File: config.mk
export PLATFORM = sky130hd
export DESIGN_NAME = bmi_event_irq
export DESIGN_NICKNAME = d
export VERILOG_FILES = /design/src/bmi_pkg.sv /design/src/bmi_event_irq.sv
export SDC_FILE = /design/constraint.sdc
export NUM_CORES = 1
export LEC_CHECK = 0
export BUFFER_PORTS_ARGS = -buffer_cell sky130_fd_sc_hd__buf_2
export CAP_MARGIN = 20
export CORE_ASPECT_RATIO = 0.75
export CORE_MARGIN = 2
export CORE_UTILIZATION = 25
export CTS_CLUSTER_DIAMETER = 200
export CTS_CLUSTER_SIZE = 20
export DETAILED_ROUTE_END_ITERATION = 12
export GPL_TIMING_DRIVEN = 0
export PLACE_DENSITY = 0.47
export SETUP_SLACK_MARGIN = 0.15
export SLEW_MARGIN = 20
export SYNTH_ARGS = -nofsm -noshare
export SYNTH_HDL_FRONTEND = slang
export SYNTH_SLANG_ARGS = --single-unit
File: constraint.sdc
create_clock -name pclk -period 7.1 [get_ports pclk]
set_input_delay 1.42 -clock pclk [delete_from_list [all_inputs] [get_ports pclk]]
set_output_delay 1.42 -clock pclk [all_outputs]
set_load 0.02 [all_outputs]
File: src/bmi_pkg.sv
// Constants shared by the battery monitor event interrupt block
package bmi_pkg;
    // Register indices (byte address is four times the index)
    localparam logic [7:0] IDX_INT_ENABLE = 8'h02;
    localparam logic [7:0] IDX_PIN1_CONFIG = 8'h0d;
    localparam logic [7:0] IDX_PIN2_CONFIG = 8'h0e;
    localparam logic [7:0] IDX_PIN3_CONFIG = 8'h0f;
    localparam logic [7:0] IDX_EVENT_FLAGS = 8'h27;
    localparam logic [7:0] IDX_IRQ_STATUS = 8'h30;
    localparam logic [7:0] IDX_IRQ_ENABLE = 8'h31;
    localparam logic [7:0] IDX_IRQ_CLEAR = 8'h32;

    // Enable register field positions
    localparam int EN_CHARGER = 11;
    localparam int EN_LOAD = 12;
    localparam int EN_CUR_RELEASE = 13;
    localparam int EN_CUR_HIGH = 14;
    localparam int EN_WDOG = 15;
    localparam int EN_LSB = 11;
    localparam int EN_W = 5;

    // Event flag field positions
    localparam int FLAG_CHG_FALL = 8;
    localparam int FLAG_CHG_RISE = 9;
    localparam int FLAG_LOAD_RELEASE = 10;
    localparam int FLAG_LOAD_ATTACH = 11;
    localparam int FLAG_CUR_HIGH = 12;
    localparam int FLAG_WDOG = 13;
    localparam int FLAG_CHG_LEVEL = 14;
    localparam int FLAG_LOAD_LEVEL = 15;
    localparam int FLAG_LSB = 8;
    localparam int FLAG_W = 6;

    // Output select field of each pin configuration register
    localparam int SEL_LSB = 8;
    localparam int SEL_W = 4;
    localparam logic [3:0] SEL_IRQ_OR = 4'hd;

    // Sticky status bits: six flag events plus current release
    localparam int STS_W = 7;
    localparam int STS_CUR_RELEASE = 6;

    // Reset values
    localparam logic [15:0] RST_REG16 = 16'h0000;
    localparam logic [6:0] RST_STS = 7'h00;

    // Release delay of the interrupt line
    localparam int CLK_FREQ_HZ = 100_000_000;
    localparam int HOLD_TIME_NS = 12_000;
    localparam int HOLD_CYC = (HOLD_TIME_NS / 1000) * (CLK_FREQ_HZ / 1_000_000);
    localparam int HOLD_W = 11;
endpackage : bmi_pkg

File: src/bmi_event_irq.sv
// Event interrupt logic with APB register file for the battery monitor
// How it works
// - Current drop below threshold pulses the line, no flag
// - Fast current above threshold interrupts, sets bit 12
// - Current interrupts only in auto detect mode
// - Write 1 clears current flag, line 12us later
// - Current release interrupt on the line self clears after 12us
// - Watchdog warning sets flag and asserts interrupt
// - Write 1 clears watchdog flag, line 12us later
// - Each pin has 4-bit select at 11:8
// - Bit 11 enables charger flags and interrupt
// - Bit 12 enables load flags and interrupt
// - Bit 13 enables current release interrupt
// - Bit 14 enables current high flag, interrupt
// - Bit 15 enables watchdog warning flag, interrupt
// - Bits 8/9 latch charger fall/rise, write-1 clear
// - Charger pin edges interrupt and set flags
// - Load edges with FETs off set bits 11/10
module bmi_event_irq #(
    parameter int ADDR_W = 12
) (
    // Clock and reset
    input wire logic pclk,
    input wire logic presetn,
    // APB slave
    input wire logic psel,
    input wire logic penable,
    input wire logic pwrite,
    input wire logic [ADDR_W-1:0] paddr,
    input wire logic [31:0] pwdata,
    output logic [31:0] prdata,
    output logic pready,
    output logic pslverr,
    // External detect pins, asynchronous
    input wire logic charger_detect_pin,
    input wire logic load_detect_pin,
    // Internal status from neighbouring logic, same clock
    input wire logic fets_off,
    input wire logic active_mode,
    input wire logic auto_detect_mode,
    input wire logic current_below_threshold,
    input wire logic current_above_threshold,
    input wire logic watchdog_warning,
    // Pin interrupt outputs
    output logic [2:0] pin_int_n,
    output logic [2:0] pin_int_routed,
    output logic int_n,
    // Level interrupt to local software
    output logic irq
);

    // One struct holds every flop so reset and update stay together
    // Whole state of the block
    typedef struct packed {
        logic [1:0] chg_sync;   // Charger pin synchroniser
        logic [1:0] load_sync;  // Load pin synchroniser
        logic chg_prev;         // Charger level last cycle
        logic load_prev;        // Load level last cycle
        logic cur_low_prev;     // Threshold compare history
        logic cur_high_prev;
        logic [4:0] int_en;     // Enable bits 15:11
        logic [11:0] pin_sel;   // Three 4-bit selects
        logic [5:0] flags;      // Latched flags 13:8
        logic [6:0] irq_sts;    // Sticky status
        logic [6:0] irq_en;     // Status enable
        logic [10:0] hold_cnt;  // Line release delay
        logic int_n;            // Combined line, active low
        logic irq;              // Software interrupt level
        logic [31:0] prdata;    // Read data
    } bmi_state_s;

    bmi_state_s s;      // Current state
    bmi_state_s next_s; // Next state

    // Only aligned words match; byte lanes are not decoded
    // Register address match for one word
    function automatic logic addr_hit(input logic [ADDR_W-1:0] a, input logic [7:0] idx);
        addr_hit = (a[1:0] == 2'b00) && (a[ADDR_W-1:2] == (ADDR_W-2)'(idx));
    endfunction

    // Select field of one pin
    function automatic logic [3:0] pin_field(input logic [11:0] sel, input int n);
        pin_field = sel[n*bmi_pkg::SEL_W +: bmi_pkg::SEL_W];
    endfunction

    // Mapped address check
    function automatic logic mapped(input logic [ADDR_W-1:0] a);
        mapped = addr_hit(a, bmi_pkg::IDX_INT_ENABLE) || addr_hit(a, bmi_pkg::IDX_PIN1_CONFIG)
            || addr_hit(a, bmi_pkg::IDX_PIN2_CONFIG) || addr_hit(a, bmi_pkg::IDX_PIN3_CONFIG)
            || addr_hit(a, bmi_pkg::IDX_EVENT_FLAGS) || addr_hit(a, bmi_pkg::IDX_IRQ_STATUS)
            || addr_hit(a, bmi_pkg::IDX_IRQ_ENABLE) || addr_hit(a, bmi_pkg::IDX_IRQ_CLEAR);
    endfunction

    // Decoded enables
    logic en_chg;
    logic en_load;
    logic en_rel;
    logic en_high;
    logic en_wdt;
    // Mask of flags whose enable is on
    logic [5:0] flag_mask;
    // Synchronised pin levels
    logic chg_lvl;
    logic load_lvl;
    // Events, one cycle each except the watchdog warning level
    logic ev_chg_rise;
    logic ev_chg_fall;
    logic ev_load_attach;
    logic ev_load_release;
    logic ev_cur_rel;
    logic ev_cur_high;
    logic ev_wdt;
    logic [5:0] flag_set;
    logic [6:0] sts_set;
    // Bus strobes
    logic wr_en;
    logic rd_setup;
    logic [5:0] flag_clr;
    logic [6:0] sts_clr;
    logic cleared_any;
    logic pending;
    logic [15:0] flags_view;

    // Enables sit in bits 15:11 of the enable word
    // Enable decode
    always_comb
    begin
        en_chg = s.int_en[bmi_pkg::EN_CHARGER - bmi_pkg::EN_LSB];
        en_load = s.int_en[bmi_pkg::EN_LOAD - bmi_pkg::EN_LSB];
        en_rel = s.int_en[bmi_pkg::EN_CUR_RELEASE - bmi_pkg::EN_LSB];
        en_high = s.int_en[bmi_pkg::EN_CUR_HIGH - bmi_pkg::EN_LSB];
        en_wdt = s.int_en[bmi_pkg::EN_WDOG - bmi_pkg::EN_LSB];
        // Disabling a source also stops its pending flag driving the line
        flag_mask = {en_wdt, en_high, en_load, en_load, en_chg, en_chg};
    end

    // Event detection
    always_comb
    begin
        chg_lvl = s.chg_sync[1];
        load_lvl = s.load_sync[1];
        // Edges compare the synchronised level with last cycle
        // A pin held high across reset release gives one late edge
        // Charger edges, any mode but sleep and shutdown
        ev_chg_rise = en_chg && active_mode && chg_lvl && !s.chg_prev;
        ev_chg_fall = en_chg && active_mode && !chg_lvl && s.chg_prev;
        // Load edges only count with both power FETs off
        ev_load_attach = en_load && active_mode && fets_off && !load_lvl && s.load_prev;
        ev_load_release = en_load && active_mode && fets_off && load_lvl && !s.load_prev;
        // Current events need intermittent auto detection
        // Edge triggered, so a level that stays does not refire
        ev_cur_rel = en_rel && auto_detect_mode && current_below_threshold
            && !s.cur_low_prev;
        ev_cur_high = en_high && auto_detect_mode && current_above_threshold
            && !s.cur_high_prev;
        // Warning pulse arrives 100ms ahead of expiry
        // Every high cycle of the warning counts again
        ev_wdt = en_wdt && active_mode && watchdog_warning;
        flag_set = {ev_wdt, ev_cur_high, ev_load_attach, ev_load_release, ev_chg_rise, ev_chg_fall};
        sts_set = {ev_cur_rel, flag_set};
    end

    // Bus decode
    always_comb
    begin
        // Zero wait states, so every access phase completes
        // Reads load in setup so data is settled in access
        // Unmapped words answer with an error and change nothing
        wr_en = psel && penable && pwrite;
        rd_setup = psel && !penable && !pwrite;
        flag_clr = '0;
        sts_clr = '0;
        if (wr_en && addr_hit(paddr, bmi_pkg::IDX_EVENT_FLAGS))
        begin
            flag_clr = pwdata[bmi_pkg::FLAG_LSB +: bmi_pkg::FLAG_W];
        end
        if (wr_en && addr_hit(paddr, bmi_pkg::IDX_IRQ_CLEAR))
        begin
            sts_clr = pwdata[bmi_pkg::STS_W-1:0];
        end
        // A clear that meets a simultaneous set does not count
        cleared_any = |(s.flags & flag_clr & ~flag_set & flag_mask);
        pending = |(s.flags & flag_mask);
        // Flag register view with live pin levels on top
        flags_view = {load_lvl, chg_lvl, s.flags, 8'h00};
    end

    // Next state
    always_comb
    begin
        next_s = s;
        // Pin synchronisers, first stage read only by second
        next_s.chg_sync = {s.chg_sync[0], charger_detect_pin};
        next_s.load_sync = {s.load_sync[0], load_detect_pin};
        next_s.chg_prev = s.chg_sync[1];
        next_s.load_prev = s.load_sync[1];
        // Compare inputs share this clock, no synchroniser needed
        next_s.cur_low_prev = current_below_threshold;
        next_s.cur_high_prev = current_above_threshold;

        // Register writes
        // Only the defined fields are stored; the rest read zero
        if (wr_en && addr_hit(paddr, bmi_pkg::IDX_INT_ENABLE))
        begin
            next_s.int_en = pwdata[bmi_pkg::EN_LSB +: bmi_pkg::EN_W];
        end
        if (wr_en && addr_hit(paddr, bmi_pkg::IDX_PIN1_CONFIG))
        begin
            next_s.pin_sel[3:0] = pwdata[bmi_pkg::SEL_LSB +: bmi_pkg::SEL_W];
        end
        if (wr_en && addr_hit(paddr, bmi_pkg::IDX_PIN2_CONFIG))
        begin
            next_s.pin_sel[7:4] = pwdata[bmi_pkg::SEL_LSB +: bmi_pkg::SEL_W];
        end
        if (wr_en && addr_hit(paddr, bmi_pkg::IDX_PIN3_CONFIG))
        begin
            next_s.pin_sel[11:8] = pwdata[bmi_pkg::SEL_LSB +: bmi_pkg::SEL_W];
        end
        if (wr_en && addr_hit(paddr, bmi_pkg::IDX_IRQ_ENABLE))
        begin
            next_s.irq_en = pwdata[bmi_pkg::STS_W-1:0];
        end

        // Latched flags, set wins over clear
        // Status records every enabled event whatever the status enable
        next_s.flags = (s.flags & ~flag_clr) | flag_set;
        next_s.irq_sts = (s.irq_sts & ~sts_clr) | sts_set;

        // Release delay: restarted by a release event or a flag clear
        // Counted on this clock, so the delay scales with its frequency
        // A release event or flag clear during the delay restarts it, never shortens it
        if (ev_cur_rel || cleared_any)
        begin
            next_s.hold_cnt = bmi_pkg::HOLD_W'(bmi_pkg::HOLD_CYC);
        end
        else if (s.hold_cnt != '0)
        begin
            next_s.hold_cnt = s.hold_cnt - 1'b1;
        end

        // Line low while a flag pends or the delay runs
        // Registered so the pin never glitches between sources
        next_s.int_n = !(pending || (next_s.flags & flag_mask) != '0
            || next_s.hold_cnt != '0);
        next_s.irq = |(next_s.irq_sts & next_s.irq_en);

        // Read data captured in the setup phase
        // Data stands until the next read setup
        if (rd_setup)
        begin
            next_s.prdata = '0;
            case (1'b1)
                addr_hit(paddr, bmi_pkg::IDX_INT_ENABLE):
                begin
                    next_s.prdata[bmi_pkg::EN_LSB +: bmi_pkg::EN_W] = s.int_en;
                end
                addr_hit(paddr, bmi_pkg::IDX_PIN1_CONFIG):
                begin
                    next_s.prdata[bmi_pkg::SEL_LSB +: bmi_pkg::SEL_W] = pin_field(s.pin_sel, 0);
                end
                addr_hit(paddr, bmi_pkg::IDX_PIN2_CONFIG):
                begin
                    next_s.prdata[bmi_pkg::SEL_LSB +: bmi_pkg::SEL_W] = pin_field(s.pin_sel, 1);
                end
                addr_hit(paddr, bmi_pkg::IDX_PIN3_CONFIG):
                begin
                    next_s.prdata[bmi_pkg::SEL_LSB +: bmi_pkg::SEL_W] = pin_field(s.pin_sel, 2);
                end
                addr_hit(paddr, bmi_pkg::IDX_EVENT_FLAGS):
                begin
                    next_s.prdata[15:0] = flags_view;
                end
                addr_hit(paddr, bmi_pkg::IDX_IRQ_STATUS):
                begin
                    next_s.prdata[bmi_pkg::STS_W-1:0] = s.irq_sts;
                end
                addr_hit(paddr, bmi_pkg::IDX_IRQ_ENABLE):
                begin
                    next_s.prdata[bmi_pkg::STS_W-1:0] = s.irq_en;
                end
                default:
                begin
                    // Clear register and unmapped words read zero
                    next_s.prdata = '0;
                end
            endcase
        end
    end

    // State register
    // Asynchronous reset loads constants only
    always_ff @(posedge pclk or negedge presetn)
    begin
        if (!presetn)
        begin
            s.chg_sync <= 2'h0;
            s.load_sync <= 2'h0;
            s.chg_prev <= 1'b0;
            s.load_prev <= 1'b0;
            s.cur_low_prev <= 1'b0;
            s.cur_high_prev <= 1'b0;
            s.int_en <= bmi_pkg::RST_REG16[bmi_pkg::EN_LSB +: bmi_pkg::EN_W];
            s.pin_sel <= bmi_pkg::RST_REG16[11:0];
            s.flags <= bmi_pkg::RST_REG16[bmi_pkg::FLAG_LSB +: bmi_pkg::FLAG_W];
            s.irq_sts <= bmi_pkg::RST_STS;
            s.irq_en <= bmi_pkg::RST_STS;
            s.hold_cnt <= 11'h000;
            s.int_n <= 1'b1;
            s.irq <= 1'b0;
            s.prdata <= 32'h0000_0000;
        end
        else
        begin
            s <= next_s;
        end
    end

    // Pin routing: only select code 1101 carries the line
    // Unrouted pins idle high so the receiver sees no edge
    always_comb
    begin
        for (int i = 0; i < 3; i++)
        begin
            pin_int_routed[i] = (pin_field(s.pin_sel, i) == bmi_pkg::SEL_IRQ_OR);
            pin_int_n[i] = pin_int_routed[i] ? s.int_n : 1'b1;
        end
    end

    // Bus answers and outputs
    // No wait states, so ready is tied high
    always_comb
    begin
        pready = 1'b1;
        pslverr = psel && penable && !mapped(paddr);
        prdata = s.prdata;
        int_n = s.int_n;
        irq = s.irq;
    end

endmodule // bmi_event_irq

==> impl_metrics.yaml <==
global_route:
  grt_max_degree: 48
  grt_pass1_vias: 2993
  grt_antenna_before_repair: 0
  grt_overflow: 0
  grt_pass1_wl_mm: 16.06
  track_usage_pct: 12.54
clock_tree:
  clockBufferDepth: 2
  htreeDepth: 3
  holdBufCountCts: 0
  cts_tree: "built"
  cts_setup_buffers: 0
  clkSinkCount: 73
  root_buffer: "clkbuf_16"
  clkTransAtPathRegs_ps: 50
  cts_resized: 0
  cts_buffers: 9
  clk_latency_ps: 340
cells_and_area:
  final_util_pct: 31.83
  fillers: 1594
  area_growth_pct: 24.69
  nets: 514
  diodes: 0
  layout-drive-gt1-share_pct: 34.27
synth:
  synthTopCellsByCount: "72 x dfrtp_1, 33 x buf_4, 30 x nor2_1"
  synth_area_leaders: "dfrtp_1 46%, buf_4 6.4%, mux2_2 6.4%"
  synth-warning-count: 0
  synthArstFlopShare_pct: 100.0
  synth_most_common_cell: "dfrtp_1"
  ys_ff_latch: 73
  synth_edf_count: 0
  syn-instance-count: 365
  synth_top_area_share_pct: 46.36
  syn_area_um2: 3886
  syn_avg_cell_area_um2: 10.65
  synth_top_area_cell: "dfrtp_1"
  ys.flop_type: "dfrtp_1"
  ys_seq_area_share_pct: 47.04
  synth.distinct_cells: 68
timing:
  fin_crit_ps: 4923
  setup_slack_ps: 2177
  worst_slew_pin_slew_ps: 812.0
  fmax_mhz: 203.1
  rsz0062_at_grt: "false"
  final_hold_viol_count: 0
  finClkSkew_ps: 6.990
  setup_viol: 0
  slew_viol_final: 0
  tns_ps: 0
  max_slew_margin_pct: 45.10
  finalCritPeriodShare_pct: 69.34
drt:
  via_count: 3120
  wl_per_cell_um: 15.04
  drtPass1Iterations: 5
  drc_errors: 0
  via_per_inst: 4.685
  wl_met3_um: 739
  wl_met1_mm: 4.649
  ant_nets: 0
  highest_layer: "met4"
  wl_met2_mm: 4.520
  drt_iter0_drc: 241
  drt_wl_total_mm: 10.02
floorplan:
  rows: 39
  die_h_um: 112.0
  io-pin-count: 99
  start_util_pct: 25.53
  die_w_um: 148.0
  die-area_um2: 16570
  core_area_um2: 15220
pwr:
  total_power_uw: 1040
  leakagePower_uw: 0.002321
  irDropWorstVdd_v: 0.0001122
  power_density_nw_per_um2: 214.6
hold_path:
  holdPathStages: 0
  hold_path.class: "flip-flop to flip-flop"
  min_to: "flags_view[15]"
  hold_start: "next_s[87]"
placed_design:
  dpl.hpwl_mm: 7.792
  preCtsSetupSlack_ps: 2217
  gp_congestion: 0.8339
  port_buffers: 63
worst_setup_path:
  cp_max_fo: 10
  cp.required_ps: 5680
  crit_path_end_kind: "output pin"
  crit_chain: "buf_2 -> nor4bb_1 -> and4_1 -> clkbuf_1 -> clkbuf_1 -> nor2_1 -> o41ai_1 -> nor3_1 -> buf_2"
  critPathMaxStageDelay_ps: 420
  start_kind: "primary input"
  critPathSlowestCell: "nor4bb_1"
  crit_type: "primary input to output pin"
  r2r_end: "int_n"
  path_delay_family: "buffers and inverters"
  reg2regPathDepth: 10
  crit_arrival_ps: 3500
  r2r_start: "s[34]"
  r2r_slack_ps: 4040
  critPathBufInv: 4
flow_run:
  timing.max_cap.violations: 0
run_status:
  outcome: "complete, no violations"
==> cells in the final DEF (no fill, tap or decap), types with 7 or more instances in the layout <==
master	count
buf_2	63
a22o_2	7
buf_4	34
clkbuf_1	11
mux2_2	22
nand3_1	7
nor3_1	8
conb_1	18
dfrtp_1	72
nand2_1	26
nand2b_1	7
a22o_1	18
clkbuf_16	9
o21ai_0	11
nor2_1	30
==> through the flow <==
stage,hold slack (ps),instances,cell area [µm²]
4_1_cts,347.5,666,4846
5_1_grt,360.6,666,4846
3_3_place_gp,338.7,649,4518
2_1_floorplan,331.2,381,3946
6_report,346.1,666,4846
3_5_place_dp,334.7,650,4548
==> layout make-up <==
cell class	count	area (µm²)	share of cell area, %
clock buffers	11	242.7	5.009
well taps	205	256.5	5.293
inverters	5	18.77	0.3873
flip-flops and latches	73	1828	37.72
repair buffers	64	345.3	7.126
clock inverters	5	55.05	1.136
multi-input cells	258	1805	37.26
plain buffers	45	294.0	6.068
==> layer usage <==
| metal | up-vias | track usage (%) |
|---|---|---|
| met5 | - | 0 |
| met4 | 0 | 3.619 |
| met3 | 12 | 3.852 |
| met2 | 111 | 18.83 |
| met1 | 1496 | 17.45 |
| li1 | 1501 | - |
==> power breakdown <==
part	switching [µW]	total [µW]	internal, µW
logic	70.1	119	48.9
clock network	179	459	280
registers	22.4	462	439
total	271	1040	769
==> worst max-delay path by stage <==
stage	from	endpoint	slack, ps	depth (start not counted)
final	paddr[3]	pslverr	2180	9
after global routing	paddr[3]	pslverr	1990	9
after global placement	paddr[3]	pslverr	2200	9
after CTS	paddr[3]	pslverr	2200	9
after detailed placement	paddr[11]	pslverr	2220	9
after floorplan	paddr[5]	pslverr	2830	4
==> state kept, by name, indices dropped and copies added, names as in the netlist <==
name / count
prdata: 15
en_chg: 1
s: 41
irq: 1
chg_lvl: 1
en_load: 1
flags_view: 7
en_high: 1
en_wdt: 1
next_s: 2
int_n: 1
en_rel: 1
==> logic make-up (layout without fill, tap and decap cells) <==
logic type               Yosys count  in the layout  synth area share (%)
AND/OR/NAND/NOR                  130            130                 20.25
AO/OA/AOI/OAI                     80             80                 15.81
flip-flops                        73             73                 47.04
buffers and inverters             50            130                 8.049
multiplexers                      26             26                 7.663
XOR/XNOR                           3              3                0.6762
other                              2             18                0.1932
adder cells (fa/ha/maj)            1              1                0.3219
Note: power is estimated with default switching activity, not from simulation.
